--- src/verilog/adcms_regs.vh ---
`ifndef ADCMS_REGS_VH
`define ADCMS_REGS_VH

// Register indices; the Wishbone byte address is four times the index.
`define ADCMS_IDX_STATUS 8'h01
`define ADCMS_IDX_GAIN 8'h03
`define ADCMS_IDX_DRATE 8'h04
`define ADCMS_IDX_REF 8'h05
`define ADCMS_IDX_EXC1 8'h06
`define ADCMS_IDX_EXC2 8'h07
`define ADCMS_IDX_CLKSEL 8'h0C

// Field positions.
`define ADCMS_STAT_RDYN 0
`define ADCMS_STAT_SUPUP 1
`define ADCMS_STAT_ST_LO 4
`define ADCMS_GAIN_AMP_HI 1
`define ADCMS_GAIN_AMP_LO 0
`define ADCMS_GAIN_DLY_HI 15
`define ADCMS_GAIN_DLY_LO 4
`define ADCMS_DRATE_MODE 0
`define ADCMS_DRATE_LOWLAT 1
`define ADCMS_REF_VREF_HI 1
`define ADCMS_REF_VREF_LO 0
`define ADCMS_REF_KEEP 2
`define ADCMS_CLK_EXT 0

// Reset values.
`define ADCMS_GAIN_RST 16'h00D1
`define ADCMS_DRATE_RST 2'h0
`define ADCMS_REF_RST 3'h1
`define ADCMS_EXC_RST 8'h00
`define ADCMS_CLK_RST 1'h0

// Command opcodes: the upper seven bits of the command byte.
`define ADCMS_OP_RESUME 7'h01
`define ADCMS_OP_SLEEP 7'h02
`define ADCMS_OP_RESET 7'h03
`define ADCMS_OP_START 7'h04
`define ADCMS_OP_STOP 7'h05
`define ADCMS_OP_CAL 7'h0C

// Pin vector: bit positions and idle levels.
`define ADCMS_PIN_SCLK 0
`define ADCMS_PIN_CS 1
`define ADCMS_PIN_DIN 2
`define ADCMS_PIN_TRIG 3
`define ADCMS_PIN_RST 4
`define ADCMS_PIN_IDLE 5'h12

// Timing.
`define ADCMS_TCLK_NS 20
`define ADCMS_POR_TIME_US 2200
`define ADCMS_STARTUP_CLKS (`ADCMS_POR_TIME_US * 1000 / `ADCMS_TCLK_NS)
`define ADCMS_RST_PIN_MIN_CLKS 3'h4
`define ADCMS_CMD_LAT_CLKS 2
`define ADCMS_TMOD_SHIFT 4
`define ADCMS_CONV_CLKS 16'h0400
`define ADCMS_SINC3_SKIP 2'h2

`endif

--- src/verilog/adcms_top.v ---
`default_nettype none
`include "adcms_regs.vh"
// Contract
// - Any reset restores configuration defaults and enters standby.
// - After reset, stay in standby until trigger rising edge or START.
// - Any reset selects the internal oscillator again.
// - Power-on sequence completion sets supply_up_flag.
// - Ready bit at 01h goes to zero once start-up configuration ends.
// - Command byte 06h or 07h resets, decoded at seventh falling edge.
// - Power-down switches everything off, reference optional, registers kept.
// - Power-down starts 2 clocks after seventh edge of sleep_cmd.
// - Power-down runs reads, resume and status flag clear, ignores configuration writes and reset command.
// - resume_cmd in power-down enters standby, awaiting a start.
// - Standby whenever idle: after stop, trigger low, or single shot.
// - Standby holds the filter in reset and gates core clock.
// - Standby fields 00 power down amplifier, reference and current sources.
// - Calibration commands are not decoded in standby.
// - Mode bit selects continuous or single-shot; both need a start.
// - Continuous stop finishes current conversion, then standby.
// - Single-shot converts once per trigger, then standby.
// - Single-shot with sinc3 discards two results, outputs the third.
// - START, STOP and trigger rise act two clocks later.
// - Settle delay of 1 to 4096 periods of 16 clocks precedes conversion.
module adcms_top #(
    parameter [16:0] STARTUP_CLKS = `ADCMS_STARTUP_CLKS
) (
    input wire clk_i,
    input wire nrst_i,
    input wire ce_i,
    input wire wb_cyc_i,
    input wire wb_stb_i,
    input wire wb_we_i,
    input wire [9:0] wb_adr_i,
    input wire [3:0] wb_sel_i,
    input wire [31:0] wb_dat_i,
    output reg [31:0] wb_dat_o,
    output reg wb_ack_o,
    input wire spi_sclk_i,
    input wire spi_cs_n_i,
    input wire spi_din_i,
    input wire conv_trig_i,
    input wire rst_pin_n_i,
    output reg drdy_n_o,
    output reg result_valid_o,
    output reg cal_start_o,
    output reg filt_rst_o,
    output reg core_clk_en_o,
    output reg pwr_down_o,
    output reg amp_pwr_o,
    output reg vref_pwr_o,
    output reg idac_pwr_o,
    output reg clk_ext_sel_o,
    output reg [3:0] mode_state_o
);

    localparam [3:0] ST_PDN = 4'h1;
    localparam [3:0] ST_STBY = 4'h2;
    localparam [3:0] ST_DLY = 4'h4;
    localparam [3:0] ST_CONV = 4'h8;
    localparam LAT = `ADCMS_CMD_LAT_CLKS;

    reg [1:0] rsync_q;
    wire rst_n;

    always @(posedge clk_i or negedge nrst_i) begin
        if (!nrst_i) begin
            rsync_q <= 2'h0;
        end else begin
            rsync_q <= {rsync_q[0], 1'b1};
        end
    end

    assign rst_n = rsync_q[1];

    // Pins pass three flops; a level counts once the last two agree.
    wire [4:0] pin_raw;
    reg [4:0] ps1_q;
    reg [4:0] ps2_q;
    reg [4:0] ps3_q;
    reg [4:0] pf_q;
    reg [4:0] pp_q;
    wire [4:0] pin_dis;
    wire [4:0] pf_d;

    assign pin_raw = {rst_pin_n_i, conv_trig_i, spi_din_i, spi_cs_n_i, spi_sclk_i};
    assign pin_dis = ps2_q ^ ps3_q;
    assign pf_d = (~pin_dis & ps3_q) | (pin_dis & pf_q);

    always @(posedge clk_i or negedge rst_n) begin
        if (!rst_n) begin
            ps1_q <= `ADCMS_PIN_IDLE;
            ps2_q <= `ADCMS_PIN_IDLE;
            ps3_q <= `ADCMS_PIN_IDLE;
            pf_q <= `ADCMS_PIN_IDLE;
            pp_q <= `ADCMS_PIN_IDLE;
        end else if (ce_i) begin
            ps1_q <= pin_raw;
            ps2_q <= ps1_q;
            ps3_q <= ps2_q;
            pf_q <= pf_d;
            pp_q <= pf_q;
        end
    end

    wire sclk_fall = pp_q[`ADCMS_PIN_SCLK] & ~pf_q[`ADCMS_PIN_SCLK];
    wire sclk_rise = ~pp_q[`ADCMS_PIN_SCLK] & pf_q[`ADCMS_PIN_SCLK];
    wire cs_act = ~pf_q[`ADCMS_PIN_CS];
    wire din = pf_q[`ADCMS_PIN_DIN];
    wire trig_rise = ~pp_q[`ADCMS_PIN_TRIG] & pf_q[`ADCMS_PIN_TRIG];
    wire trig_fall = pp_q[`ADCMS_PIN_TRIG] & ~pf_q[`ADCMS_PIN_TRIG];
    wire rstp_rise = ~pp_q[`ADCMS_PIN_RST] & pf_q[`ADCMS_PIN_RST];

    reg [3:0] state_q;
    wire in_pdn = (state_q == ST_PDN);
    wire busy = (state_q == ST_DLY) | (state_q == ST_CONV);

    // Reset pin: a low phase is only honoured if it lasted long enough.
    reg [2:0] rpl_cnt_q;
    wire pin_rst = rstp_rise & (rpl_cnt_q >= `ADCMS_RST_PIN_MIN_CLKS);

    always @(posedge clk_i or negedge rst_n) begin
        if (!rst_n) begin
            rpl_cnt_q <= 3'h0;
        end else if (ce_i) begin
            if (pf_q[`ADCMS_PIN_RST]) begin
                rpl_cnt_q <= 3'h0;
            end else if (rpl_cnt_q < `ADCMS_RST_PIN_MIN_CLKS) begin
                rpl_cnt_q <= rpl_cnt_q + 3'h1;
            end
        end
    end

    // Serial command shifter, bits taken on falling serial clock.
    reg [2:0] bit_cnt_q;
    reg [6:0] sr_q;
    wire op_stb = cs_act & sclk_fall & (bit_cnt_q == 3'h6);
    wire [6:0] op = {sr_q[5:0], din};

    always @(posedge clk_i or negedge rst_n) begin
        if (!rst_n) begin
            bit_cnt_q <= 3'h0;
            sr_q <= 7'h00;
        end else if (ce_i) begin
            if (!cs_act) begin
                bit_cnt_q <= 3'h0;
            end else if (sclk_fall) begin
                sr_q <= {sr_q[5:0], din};
                bit_cnt_q <= bit_cnt_q + 3'h1;
            end
        end
    end

    wire op_rst = op_stb & (op == `ADCMS_OP_RESET) & ~in_pdn;
    wire op_sleep = op_stb & (op == `ADCMS_OP_SLEEP) & ~in_pdn;
    wire op_resume = op_stb & (op == `ADCMS_OP_RESUME) & in_pdn;
    wire op_start = op_stb & (op == `ADCMS_OP_START);
    wire op_stop = op_stb & (op == `ADCMS_OP_STOP);
    wire op_cal = op_stb & (op == `ADCMS_OP_CAL) & busy;
    wire srst = op_rst | pin_rst;

    // Configuration registers.
    reg [15:0] gain_q;
    reg [1:0] drate_q;
    reg [2:0] ref_q;
    reg [7:0] exc1_q;
    reg [7:0] exc2_q;
    reg clk_q;
    wire mode_single = drate_q[`ADCMS_DRATE_MODE];
    wire low_lat = drate_q[`ADCMS_DRATE_LOWLAT];

    // Start, stop and sleep all pass the same fixed latency.
    reg [3*LAT-1:0] cp_q;
    wire [2:0] cp_in;
    wire sleep_eff = cp_q[3*LAT-1];
    wire start_eff = cp_q[3*LAT-2];
    wire stop_eff = cp_q[3*LAT-3];

    assign cp_in = {op_sleep, op_start | trig_rise, op_stop | (trig_fall & ~mode_single)};

    always @(posedge clk_i or negedge rst_n) begin
        if (!rst_n) begin
            cp_q <= {3*LAT{1'b0}};
        end else if (ce_i) begin
            if (srst) begin
                cp_q <= {3*LAT{1'b0}};
            end else begin
                cp_q <= {cp_q[3*LAT-4:0], cp_in};
            end
        end
    end

    // Wishbone slave: ack one cycle after the request, write lands with ack.
    wire [7:0] idx = wb_adr_i[9:2];
    wire wb_req = wb_cyc_i & wb_stb_i;
    wire wb_wr = wb_req & wb_we_i & wb_ack_o;
    wire cfg_wr_ok = wb_wr & ~in_pdn;
    wire cfg_touch = cfg_wr_ok & (idx >= `ADCMS_IDX_GAIN) & (idx <= `ADCMS_IDX_EXC2);
    wire [15:0] wm16 = {{8{wb_sel_i[1]}}, {8{wb_sel_i[0]}}};
    wire [7:0] wm8 = {8{wb_sel_i[0]}};
    reg [31:0] rd_data;

    always @(posedge clk_i or negedge rst_n) begin
        if (!rst_n) begin
            gain_q <= `ADCMS_GAIN_RST;
            drate_q <= `ADCMS_DRATE_RST;
            ref_q <= `ADCMS_REF_RST;
            exc1_q <= `ADCMS_EXC_RST;
            exc2_q <= `ADCMS_EXC_RST;
            clk_q <= `ADCMS_CLK_RST;
        end else if (ce_i) begin
            if (srst) begin
                gain_q <= `ADCMS_GAIN_RST;
                drate_q <= `ADCMS_DRATE_RST;
                ref_q <= `ADCMS_REF_RST;
                exc1_q <= `ADCMS_EXC_RST;
                exc2_q <= `ADCMS_EXC_RST;
                clk_q <= `ADCMS_CLK_RST;
            end else if (cfg_wr_ok) begin
                case (idx)
                    `ADCMS_IDX_GAIN: begin
                        gain_q <= (gain_q & ~wm16) | (wb_dat_i[15:0] & wm16);
                    end
                    `ADCMS_IDX_DRATE: begin
                        drate_q <= (drate_q & ~wm8[1:0]) | (wb_dat_i[1:0] & wm8[1:0]);
                    end
                    `ADCMS_IDX_REF: begin
                        ref_q <= (ref_q & ~wm8[2:0]) | (wb_dat_i[2:0] & wm8[2:0]);
                    end
                    `ADCMS_IDX_EXC1: begin
                        exc1_q <= (exc1_q & ~wm8) | (wb_dat_i[7:0] & wm8);
                    end
                    `ADCMS_IDX_EXC2: begin
                        exc2_q <= (exc2_q & ~wm8) | (wb_dat_i[7:0] & wm8);
                    end
                    `ADCMS_IDX_CLKSEL: begin
                        if (wb_sel_i[0]) begin
                            clk_q <= wb_dat_i[`ADCMS_CLK_EXT];
                        end
                    end
                    default: begin
                    end
                endcase
            end
        end
    end

    // Start-up timer; the flag set wins over a same-cycle software clear.
    reg [16:0] por_cnt_q;
    reg ready_q;
    reg supply_up_q;
    wire por_done = ~ready_q & (por_cnt_q == STARTUP_CLKS - 17'h1);
    wire sup_clr = wb_wr & (idx == `ADCMS_IDX_STATUS) & wb_sel_i[0] & wb_dat_i[`ADCMS_STAT_SUPUP];

    always @(posedge clk_i or negedge rst_n) begin
        if (!rst_n) begin
            por_cnt_q <= 17'h00000;
            ready_q <= 1'b0;
            supply_up_q <= 1'b0;
        end else if (ce_i) begin
            if (!ready_q) begin
                por_cnt_q <= por_cnt_q + 17'h00001;
            end
            if (por_done) begin
                ready_q <= 1'b1;
                supply_up_q <= 1'b1;
            end else if (sup_clr) begin
                supply_up_q <= 1'b0;
            end
        end
    end

    always @* begin
        rd_data = 32'h00000000;
        case (idx)
            `ADCMS_IDX_STATUS: begin
                rd_data[`ADCMS_STAT_RDYN] = ~ready_q;
                rd_data[`ADCMS_STAT_SUPUP] = supply_up_q;
                rd_data[`ADCMS_STAT_ST_LO+3:`ADCMS_STAT_ST_LO] = state_q;
            end
            `ADCMS_IDX_GAIN: rd_data[15:0] = gain_q;
            `ADCMS_IDX_DRATE: rd_data[1:0] = drate_q;
            `ADCMS_IDX_REF: rd_data[2:0] = ref_q;
            `ADCMS_IDX_EXC1: rd_data[7:0] = exc1_q;
            `ADCMS_IDX_EXC2: rd_data[7:0] = exc2_q;
            `ADCMS_IDX_CLKSEL: rd_data[`ADCMS_CLK_EXT] = clk_q;
            default: begin
            end
        endcase
    end

    always @(posedge clk_i or negedge rst_n) begin
        if (!rst_n) begin
            wb_ack_o <= 1'b0;
            wb_dat_o <= 32'h00000000;
        end else if (ce_i) begin
            wb_ack_o <= wb_req & ~wb_ack_o;
            if (wb_req & ~wb_ack_o) begin
                wb_dat_o <= rd_data;
            end
        end
    end

    // Settle counter load in clocks: (field + 1) modulator periods, minus one.
    wire [12:0] n_mod = {1'b0, gain_q[`ADCMS_GAIN_DLY_HI:`ADCMS_GAIN_DLY_LO]} + 13'h0001;
    wire [16:0] dly_ld = ({4'h0, n_mod} << `ADCMS_TMOD_SHIFT) - 17'h00001;
    wire [15:0] conv_ld = `ADCMS_CONV_CLKS - 16'h0001;

    reg [16:0] dly_cnt_q;
    reg [15:0] conv_cnt_q;
    reg [1:0] shot_q;
    reg stop_pend_q;
    reg drdy_n_q;
    reg [3:0] state_d;
    reg [16:0] dly_d;
    reg [15:0] conv_d;
    reg [1:0] shot_d;
    reg pend_d;
    reg drdy_d;
    reg valid_d;

    always @* begin
        state_d = state_q;
        dly_d = dly_cnt_q;
        conv_d = conv_cnt_q;
        shot_d = shot_q;
        pend_d = stop_pend_q;
        drdy_d = drdy_n_q;
        valid_d = 1'b0;
        if (sclk_rise & cs_act) begin
            drdy_d = 1'b1;
        end
        if (stop_eff & busy) begin
            pend_d = 1'b1;
        end
        case (state_q)
            ST_PDN: begin
                if (op_resume) begin
                    state_d = ST_STBY;
                end
            end
            ST_STBY: begin
                if (start_eff) begin
                    state_d = ST_DLY;
                    dly_d = dly_ld;
                    shot_d = 2'h0;
                    pend_d = 1'b0;
                    drdy_d = 1'b1;
                end
            end
            ST_DLY: begin
                if (start_eff | cfg_touch) begin
                    dly_d = dly_ld;
                    shot_d = 2'h0;
                    if (start_eff) begin
                        pend_d = 1'b0;
                    end
                end else if (dly_cnt_q == 17'h00000) begin
                    state_d = ST_CONV;
                    conv_d = conv_ld;
                end else begin
                    dly_d = dly_cnt_q - 17'h00001;
                end
            end
            ST_CONV: begin
                if (start_eff | cfg_touch) begin
                    // A new start abandons the running conversion.
                    state_d = ST_DLY;
                    dly_d = dly_ld;
                    shot_d = 2'h0;
                    if (start_eff) begin
                        pend_d = 1'b0;
                    end
                end else if (conv_cnt_q != 16'h0000) begin
                    conv_d = conv_cnt_q - 16'h0001;
                end else if (mode_single & ~low_lat & (shot_q != `ADCMS_SINC3_SKIP)) begin
                    shot_d = shot_q + 2'h1;
                    conv_d = conv_ld;
                end else begin
                    valid_d = 1'b1;
                    drdy_d = 1'b0;
                    shot_d = 2'h0;
                    if (mode_single | pend_d) begin
                        state_d = ST_STBY;
                        pend_d = 1'b0;
                    end else begin
                        conv_d = conv_ld;
                    end
                end
            end
            default: begin
                state_d = ST_STBY;
            end
        endcase
        if (sleep_eff) begin
            state_d = ST_PDN;
            pend_d = 1'b0;
        end
    end

    always @(posedge clk_i or negedge rst_n) begin
        if (!rst_n) begin
            state_q <= ST_STBY;
            dly_cnt_q <= 17'h00000;
            conv_cnt_q <= 16'h0000;
            shot_q <= 2'h0;
            stop_pend_q <= 1'b0;
            drdy_n_q <= 1'b1;
            result_valid_o <= 1'b0;
            cal_start_o <= 1'b0;
        end else if (ce_i) begin
            if (srst) begin
                state_q <= ST_STBY;
                shot_q <= 2'h0;
                stop_pend_q <= 1'b0;
                drdy_n_q <= 1'b1;
                result_valid_o <= 1'b0;
            end else begin
                state_q <= state_d;
                dly_cnt_q <= dly_d;
                conv_cnt_q <= conv_d;
                shot_q <= shot_d;
                stop_pend_q <= pend_d;
                drdy_n_q <= drdy_d;
                result_valid_o <= valid_d;
            end
            cal_start_o <= op_cal & ~srst;
        end
    end

    // Power and clock steering follow the next state so they switch with it.
    wire pdn_d = srst ? 1'b0 : (state_d == ST_PDN);
    wire run_d = ~srst & ((state_d == ST_DLY) | (state_d == ST_CONV));
    wire amp_on = gain_q[`ADCMS_GAIN_AMP_HI:`ADCMS_GAIN_AMP_LO] != 2'h0;
    wire vref_on = ref_q[`ADCMS_REF_VREF_HI:`ADCMS_REF_VREF_LO] != 2'h0;

    always @(posedge clk_i or negedge rst_n) begin
        if (!rst_n) begin
            filt_rst_o <= 1'b1;
            core_clk_en_o <= 1'b0;
            pwr_down_o <= 1'b0;
            amp_pwr_o <= 1'b0;
            vref_pwr_o <= 1'b0;
            idac_pwr_o <= 1'b0;
            clk_ext_sel_o <= 1'b0;
            drdy_n_o <= 1'b1;
            mode_state_o <= ST_STBY;
        end else if (ce_i) begin
            filt_rst_o <= ~run_d;
            core_clk_en_o <= run_d;
            pwr_down_o <= pdn_d;
            amp_pwr_o <= ~pdn_d & (run_d | amp_on);
            // The reference alone may be kept alive through power-down.
            vref_pwr_o <= pdn_d ? ref_q[`ADCMS_REF_KEEP] : (run_d | vref_on);
            idac_pwr_o <= ~pdn_d & (run_d | vref_on);
            clk_ext_sel_o <= srst ? `ADCMS_CLK_RST : clk_q;
            drdy_n_o <= srst ? 1'b1 : drdy_d;
            mode_state_o <= srst ? ST_STBY : state_d;
        end
    end

endmodule // adcms_top
`default_nettype wire

--- config.mk ---
export PLATFORM = sky130hd
export DESIGN_NAME = adcms_top
export DESIGN_NICKNAME = d
export VERILOG_FILES = /design/src/verilog/adcms_top.v
export VERILOG_INCLUDE_DIRS = /design/src /design/src/verilog
export SDC_FILE = /design/constraint.sdc
export NUM_CORES = 1
export LEC_CHECK = 0
export BUFFER_PORTS_ARGS = -buffer_cell sky130_fd_sc_hd__buf_2
export CAP_MARGIN = 20
export CORE_MARGIN = 3
export CORE_UTILIZATION = 55
export DETAILED_ROUTE_END_ITERATION = 6
export PLACE_DENSITY = 0.82
export SYNTH_ARGS = -nofsm -noshare
export SYNTH_HDL_FRONTEND = slang
export SYNTH_SLANG_ARGS = --single-unit
export TNS_END_PERCENT = 50
--- constraint.sdc ---
create_clock -name clk_i -period 13 [get_ports clk_i]
set_clock_uncertainty 0.05 [all_clocks]
set_input_delay 3.9 -clock clk_i [delete_from_list [all_inputs] [get_ports clk_i]]
set_output_delay 3.9 -clock clk_i [all_outputs]
set_load 0.03 [all_outputs]
==> metrics.csv, run 1 <==
metric,value,unit
yosysTopAreaCell,dfrtp_1,
max_cap_violations,0,
postPlaceCellArea,9180,µm²
die_width,133,µm
hold_slack,142,ps
place_ws,6410,ps
floorplan.die_area,17600,µm²
dp_hpwl,13900,µm
post-route-period-util,47.8,%
cts.repair.resized,0,
post_drt_wl_per_cell,16.9,µm
post_synth_inst_count,916,
min-delay-path-class,reg2async,
insertion_delay,430,ps
finish.net_count,1028,
synth_edf_count,0,
mappedNetlistArea,8820,µm²
netlist_top_cells_area,"dfrtp_1, dfstp_2, o21ai_0, nand2_1, mux2_2",
commonest_non_fill_non_tap_cells_in_the_layout,"dfrtp_1, nand2_1, o21ai_0",
rsz0062_at_grt,false,
core_area,15400,µm²
clock_tree.htree_level_count,4,
area_growth_syn_to_layout,10.9,%
clockRootBuffer,clkbuf_16,
number_of_setup_buffers_added_after_cts,0,
place_congestion,0.870,
insertedDiodeCount,0,
power_leakage,4.33,nW
cts-buffers-inserted,17,
wirelength,20000,µm
route.detailed.vias_per_inst,5.99,
cp_slowest_cell,nor2_1,
gr-total-overflow,0,
globalRouteTotalUtil,23.2,%
cts.reportedPaths.clkPinSlew,80,ps
grt_first_pass_wirelength,33600,µm
post-route-worst-setup-slack,6790,ps
max_clock_freq,0.161,GHz
syn_avg_cell_area,9.63,µm²
floorplan.io_pins,104,
ctsLongestPathBuffers,2,
die_height,133,µm
synth_top_cell_area_share,42.6,%
summed_negative_setup_slack_over_all_endpoints,0,ps
tritoncts,done,
ys_async_sr_fraction,100,%
worst-path-max-fanout,12,
number_of_antenna_violations_at_the_first_check_in_global_routing,0,
critical_path.startpoint_type,primary input,
crit_path_cells,buf_2 -> or3_1 -> nor3b_1 -> a21bo_2 -> nor2_1 -> nor2_1 -> nand2_1 -> o221a_2,
layout_commonest_cell,dfrtp_1,
ys_seq_area_share,47.6,%
postCtsHoldBufs,0,
initial_utilization,57.2,%
synth.ff_latch_count,167,
cp-end-kind,flop,
clock-sinks,167,
num-fill-cells,1263,
max_stage_delay,650,ps
irDropWorstVdd,0.120,mV
grt_max_degree,82,
run_status,"finished, final reports clean",
initialDrtViolationCount,511,
path_class,in2reg,
required,13260,ps
finalSetupViolCount,0,
placement.io_buffers,67,
rows,45,
min_clock_period_post_route,6210,ps
postSynth.topFlopCell,dfrtp_1,
final_max_slew_viol_count,0,
max_slew_margin,32.6,%
detailroute.via_count,7099,
synth.lib_cells_used.distinct,80,
critical_path.most_common_cell,nor2_1,
drt_drc_violations_left,0,
max_slew.worst_pin.slew,1010,ps
ant_nets,0,
timing.critical_path.arrival,6470,ps
drt_first_pass_iters,6,
fin_area,9780,µm²
power_per_cell_area,161,nW/µm²
drive_above_1_share,17.6,%
synthesis.yosys.warnings,0,
report.final.hold_viol_count,0,
first_global_vias,6805,
==> worst max-delay path: cells and delay by family <==
family	cells	cell delay, ps
compound gates	2	590
buf+inv	1	90
simple gates	5	1890
==> cell usage after synthesis, types with 6 or more instances <==
library cell	count
nand4_1	14
nand3_1	24
a21oi_1	53
nor3b_1	7
a22o_1	28
nand2_1	97
nor4_1	9
nor3_1	25
o2bb2ai_1	9
nor2b_1	7
ha_1	10
mux2_2	27
or3_1	8
buf_2	11
dfrtp_1	150
buf_4	21
a22oi_1	8
clkbuf_1	20
nand2b_1	6
o21ai_1	12
dfstp_2	17
o21ai_0	83
xnor2_1	25
and3_1	12
o22a_1	7
buf_1	8
nor2_1	75
a31oi_1	6
inv_1	27
xor2_1	10
==> area by class of cell <==
type	count	area [µm²]	share of cell area, %
clock buffers	17	425	4.35
multi-input cells	675	4230	43.3
flip-flops and latches	167	4200	43.0
well taps	211	264	2.70
clock inverters	15	175	1.79
repair buffers	73	380	3.89
inverters	27	101	1.04
==> worst paths after layout <==
path / start / endpoint / slack [ps] / cells after the start
max in group asynchronous: nrst_i / rsync_q[1]$_DFF_PN0_ / 9610 / 1
worst min-delay path: rsync_q[1]$_DFF_PN0_ / wb_dat_o[5]$_DFFE_PN0P_ / 140 / 0
min in group clk_i: rsync_q[0]$_DFF_PN0_ / rsync_q[1]$_DFF_PN0_ / 310 / 0
worst max-delay path: wb_adr_i[8] / dly_cnt_q[13]$_DFFE_PN0P_ / 6790 / 8
worst max register to register: mode_state_o[0]$_DFFE_PN0P_ / dly_cnt_q[13]$_DFFE_PN0P_ / 9400 / 7
worst min register to register: rsync_q[1]$_DFF_PN0_ / wb_dat_o[5]$_DFFE_PN0P_ / 140 / 0
==> sequential cells by signal, indices dropped and copies added, names as in the netlist, 4 cells and up, named ones only <==
signal	count
wb_dat_o	16
dly_cnt_q	17
ps1_q	5
ps3_q	5
sr_q	6
exc1_q	8
mode_state_o	4
exc2_q	8
gain_q	16
conv_cnt_q	16
cp_q	6
por_cnt_q	17
ps2_q	5
==> routing by layer <==
layer | global-route usage [%] | routed length, µm | vias up
met5 | 0 | 0 | -
met4 | 7.56 | 345 | 0
met3 | 4.79 | 1130 | 33
met2 | 37.9 | 9820 | 253
met1 | 31.1 | 8730 | 3426
li1 | - | - | 3387
==> cell families (layout without fill, tap and decap cells) <==
kind of cell	Yosys count	after routing	synth area share, %
and+or+nand+nor	322	322	18.8
buffers and inverters	89	132	5.01
muxes	32	32	4.30
xor gates and xnor gates	35	35	3.48
DFF	167	167	47.6
AOI/OAI and AO/OA	259	259	19.2
other	2	17	0.0852
adders and majority gates	10	10	1.42
==> stage by stage <==
step | std cells | utilization, % | total power, mW
after floorplan | 931 | - | 0.993
after global placement | 1153 | 59.5 | 1.06
after detailed placement | 1153 | 59.5 | 1.08
after CTS | 1185 | 63.4 | 1.58
after global routing | 1185 | 63.4 | 1.67
final | 1185 | 63.4 | 1.58
==> report_power, final <==
group | switching (mW) | total, mW | internal [mW] | leakage (nW)
Sequential | 0.114 | 0.735 | 0.621 | 2.17
Clock | 0.244 | 0.504 | 0.260 | 0.295
Combinational | 0.194 | 0.339 | 0.145 | 1.87
(Power assumes the default switching activity.)
==> run 2: changes to the inputs <==
--- a/config.mk
+++ b/config.mk
@@ -6,12 +6,13 @@
 export SDC_FILE = /design/constraint.sdc
 export NUM_CORES = 1
 export LEC_CHECK = 0
+export ABC_AREA = 1
 export BUFFER_PORTS_ARGS = -buffer_cell sky130_fd_sc_hd__buf_2
 export CAP_MARGIN = 20
 export CORE_MARGIN = 3
-export CORE_UTILIZATION = 55
+export CORE_UTILIZATION = 54
 export DETAILED_ROUTE_END_ITERATION = 6
-export PLACE_DENSITY = 0.82
+export PLACE_DENSITY = 0.83
 export SYNTH_ARGS = -nofsm -noshare
 export SYNTH_HDL_FRONTEND = slang
 export SYNTH_SLANG_ARGS = --single-unit
==> constraint.sdc (replaced) <==
create_clock -name clk_i -period 5.4 [get_ports clk_i]
set_clock_uncertainty 0.05 [all_clocks]
set_input_delay 1.62 -clock clk_i [delete_from_list [all_inputs] [get_ports clk_i]]
set_output_delay 1.62 -clock clk_i [all_outputs]
set_load 0.03 [all_outputs]
==> run 2 against run 1 <==
- clock power grew 140%
- synthesized cell count up 34%
- first-iteration DRC count grew 47%
- die area increased by 9.5%
- clock-buffer cell count stayed put
- non-clock buffer count shrank 3
- worst hold slack lost 9.5 ps
- sequential cell count unchanged
- critical path type unchanged
- sequential power rose by 130%
- area after synthesis rose by 8.0%
==> metrics.csv, run 2 <==
metric,value,unit,change
run_status,"finished, final reports clean",,unchanged
synth.lib_cells_used.distinct,55,,was 80
place_congestion,0.888,,was 0.870
min-delay-path-class,reg2async,,unchanged
wirelength,22200,µm,was 20000 µm
grt.busiest_layer,met2,,unchanged
post-route-worst-setup-slack,2150,ps,was 6790 ps
r2r_start,bit_cnt_q[0]$_DFFE_PN0P_,,was mode_state_o[0]$_DFFE_PN0P_
critical_path.startpoint_type,primary input,,unchanged
critical_path_start,ce_i,,was wb_adr_i[8]
rsz0062_at_grt,false,,unchanged
reg2reg_to,gain_q[1]$_DFFE_PN0P_,,was dly_cnt_q[13]$_DFFE_PN0P_
global_route.usage.met3,3.93,%,was 4.79%
drive_above_1_share,15.0,%,was 17.6%
layoutNonFillerInstCount,1514,,was 1185
grt.met2_usage,37.1,%,was 37.9%
tritoncts,done,,unchanged
power_leakage,5.09,nW,was 4.33 nW
grt_max_degree,86,,was 82
post-route-period-util,60.3,%,
post_drt_wl_per_cell,14.7,µm,was 16.9 µm
synthMostInstantiatedCell,nand2_1,,was dfrtp_1
layout_commonest_cell,nand2_1,,was dfrtp_1
clockRootBuffer,clkbuf_16,,unchanged
globalRouteTotalUtil,23.5,%,was 23.2%
place_ws,1690,ps,was 6410 ps
area_growth_syn_to_layout,10.8,%,was 10.9%
utilization,62.3,%,was 63.4%
dp_hpwl,15300,µm,was 13900 µm
detailroute.via_count,8435,,was 7099
max_slew.worst_pin.slew,794,ps,was 1010 ps
number_of_antenna_violations_at_the_first_check_in_global_routing,0,,unchanged
die_height,139,µm,was 133 µm
cts.repair.resized,0,,unchanged
initialDrtViolationCount,753,,was 511
timing.critical_path.arrival,3530,ps,was 6470 ps
first_global_vias,7967,,was 6805
ant_nets,0,,unchanged
synth_edf_count,0,,unchanged
post_synth_inst_count,1226,,was 916
finish.net_count,1348,,was 1028
insertedDiodeCount,0,,unchanged
synthTopCellsByCount,"nand2_1, dfrtp_1, inv_1, o21ai_0, nor2_1",,"was dfrtp_1, nand2_1, o21ai_0, nor2_1, a21oi_1"
floorplan.io_pins,104,,unchanged
commonest_non_fill_non_tap_cells_in_the_layout,"nand2_1, dfrtp_1, inv_1",,"was dfrtp_1, nand2_1, o21ai_0"
worst-path-max-fanout,37,,was 12
mappedNetlistArea,9520,µm²,was 8820 µm²
route.detailed.vias_per_inst,5.57,,was 5.99
postSynth.topFlopCell,dfrtp_1,,unchanged
report.final.hold_viol_count,0,,unchanged
netlist_top_cells_area,"dfrtp_1, nand2_1, o21ai_0, inv_1, dfstp_2",,"was dfrtp_1, dfstp_2, o21ai_0, nand2_1, mux2_2"
drt_first_pass_iters,5,,was 6
irDropWorstVdd,0.266,mV,was 0.120 mV
die_width,139,µm,was 133 µm
finalSetupViolCount,0,,unchanged
gr-total-overflow,0,,unchanged
min_clock_period_post_route,3250,ps,
number_of_setup_buffers_added_after_cts,0,,unchanged
cts-buffers-inserted,17,,unchanged
floorplan.die_area,19300,µm²,was 17600 µm²
insertion_delay,430,ps,about the same
ys_seq_area_share,44.1,%,was 47.6%
synth_top_cell_area_share,39.4,%,was 42.6%
clock_tree.htree_level_count,4,,unchanged
core_area,16900,µm²,was 15400 µm²
ys_async_sr_fraction,100,%,unchanged
r2r_setup_slack,2670,ps,was 9400 ps
met1_usage,33.3,%,was 31.1%
setup_crit_end,wb_dat_o[14]$_DFFE_PN0P_,,was dly_cnt_q[13]$_DFFE_PN0P_
yosysTopAreaCell,dfrtp_1,,unchanged
drt_drc_violations_left,0,,unchanged
final_max_slew_viol_count,0,,unchanged
rows,47,,was 45
max_cap_violations,0,,unchanged
path_class,in2reg,,unchanged
grt_first_pass_wirelength,38300,µm,was 33600 µm
syn_avg_cell_area,7.76,µm²,was 9.63 µm²
postCtsHoldBufs,0,,unchanged
placed_cells_incl_taps,1481,,was 1153
clock-sinks,167,,unchanged
max_clock_freq,0.307,GHz,
ctsLongestPathBuffers,2,,unchanged
initial_utilization,56.2,%,was 57.2%
power_per_cell_area,362,nW/µm²,was 161 nW/µm²
layout_top_registers,"dly_cnt_q (17), por_cnt_q (17)",,unchanged
synthesis.yosys.warnings,0,,unchanged
cp-end-kind,flop,,unchanged
max_slew_margin,46.8,%,was 32.6%
synth.ff_latch_count,167,,unchanged
required,5670,ps,was 13260 ps
summed_negative_setup_slack_over_all_endpoints,0,ps,unchanged
cts.reportedPaths.clkPinSlew,70,ps,was 80 ps
worst-r2r-cell-count,12,,was 7
placement.io_buffers,67,,unchanged
-- run 2: worst min path at each step --
stage	depth (start not counted)	slack (ps)	startpoint	to
floorplan	0	280	rsync_q[0]$_DFF_PN0_	rsync_q[1]$_DFF_PN0_
global placement	0	290	rsync_q[0]$_DFF_PN0_	rsync_q[1]$_DFF_PN0_
detailed placement	0	290	rsync_q[0]$_DFF_PN0_	rsync_q[1]$_DFF_PN0_
CTS	0	310	rsync_q[0]$_DFF_PN0_	rsync_q[1]$_DFF_PN0_
global route	0	140	rsync_q[1]$_DFF_PN0_	exc2_q[2]$_DFFE_PN0P_
finish	0	130	rsync_q[1]$_DFF_PN0_	ref_q[2]$_DFFE_PN0P_
-- run 2: area by class of cell --
cell class,instances,area (µm²)
inverters,137,522
clock buffers,17,425
well taps,220,275
repair buffers,70,390
multi-input cells,888,4550
clock inverters,15,188
flip-flops and latches,167,4200
fillers,1437,6380
-- run 2: logic make-up after synthesis --
group / after synthesis / share of synthesized area [%]
XOR/XNOR: 33 / 3.04
AO/OA/AOI/OAI: 205 / 12.3
buffers and inverters: 186 / 8.70
flip-flops: 167 / 44.1
adder cells (fa/ha/maj): 10 / 1.31
AND/OR/NAND/NOR: 623 / 30.5
other: 2 / 0.0789
-- run 2: critical path: stages --
cell and delay [ps]:
buf_2 110, inv_4 170, nor3_4 390, clkinv_1 730, o31ai_1 480
-- run 2: power by group --
group	leakage (nW)	internal (mW)	total [mW]	switching (mW)
sequential	1.96	1.47	1.67	0.206
clock	0.292	0.627	1.22	0.590
combinational	2.84	0.304	0.929	0.625
total	5.09	2.40	3.82	1.42
-- run 2: through the flow --
step	hold WS (ps)	total power, mW	cell area [µm²]
global placement	286	2.56	9910
floorplan	281	2.39	9580
global route	139	4.06	10600
finish	133	3.82	10600
detailed placement	286	2.60	9910
CTS	314	3.82	10500
-- run 2: layer usage --
metal | vias up | share of wire, %
met4 | 0 | 2.1
met5 | - | 0
met2 | 313 | 47
met1 | 3976 | 45
li1 | 4105 | -
met3 | 41 | 6.2
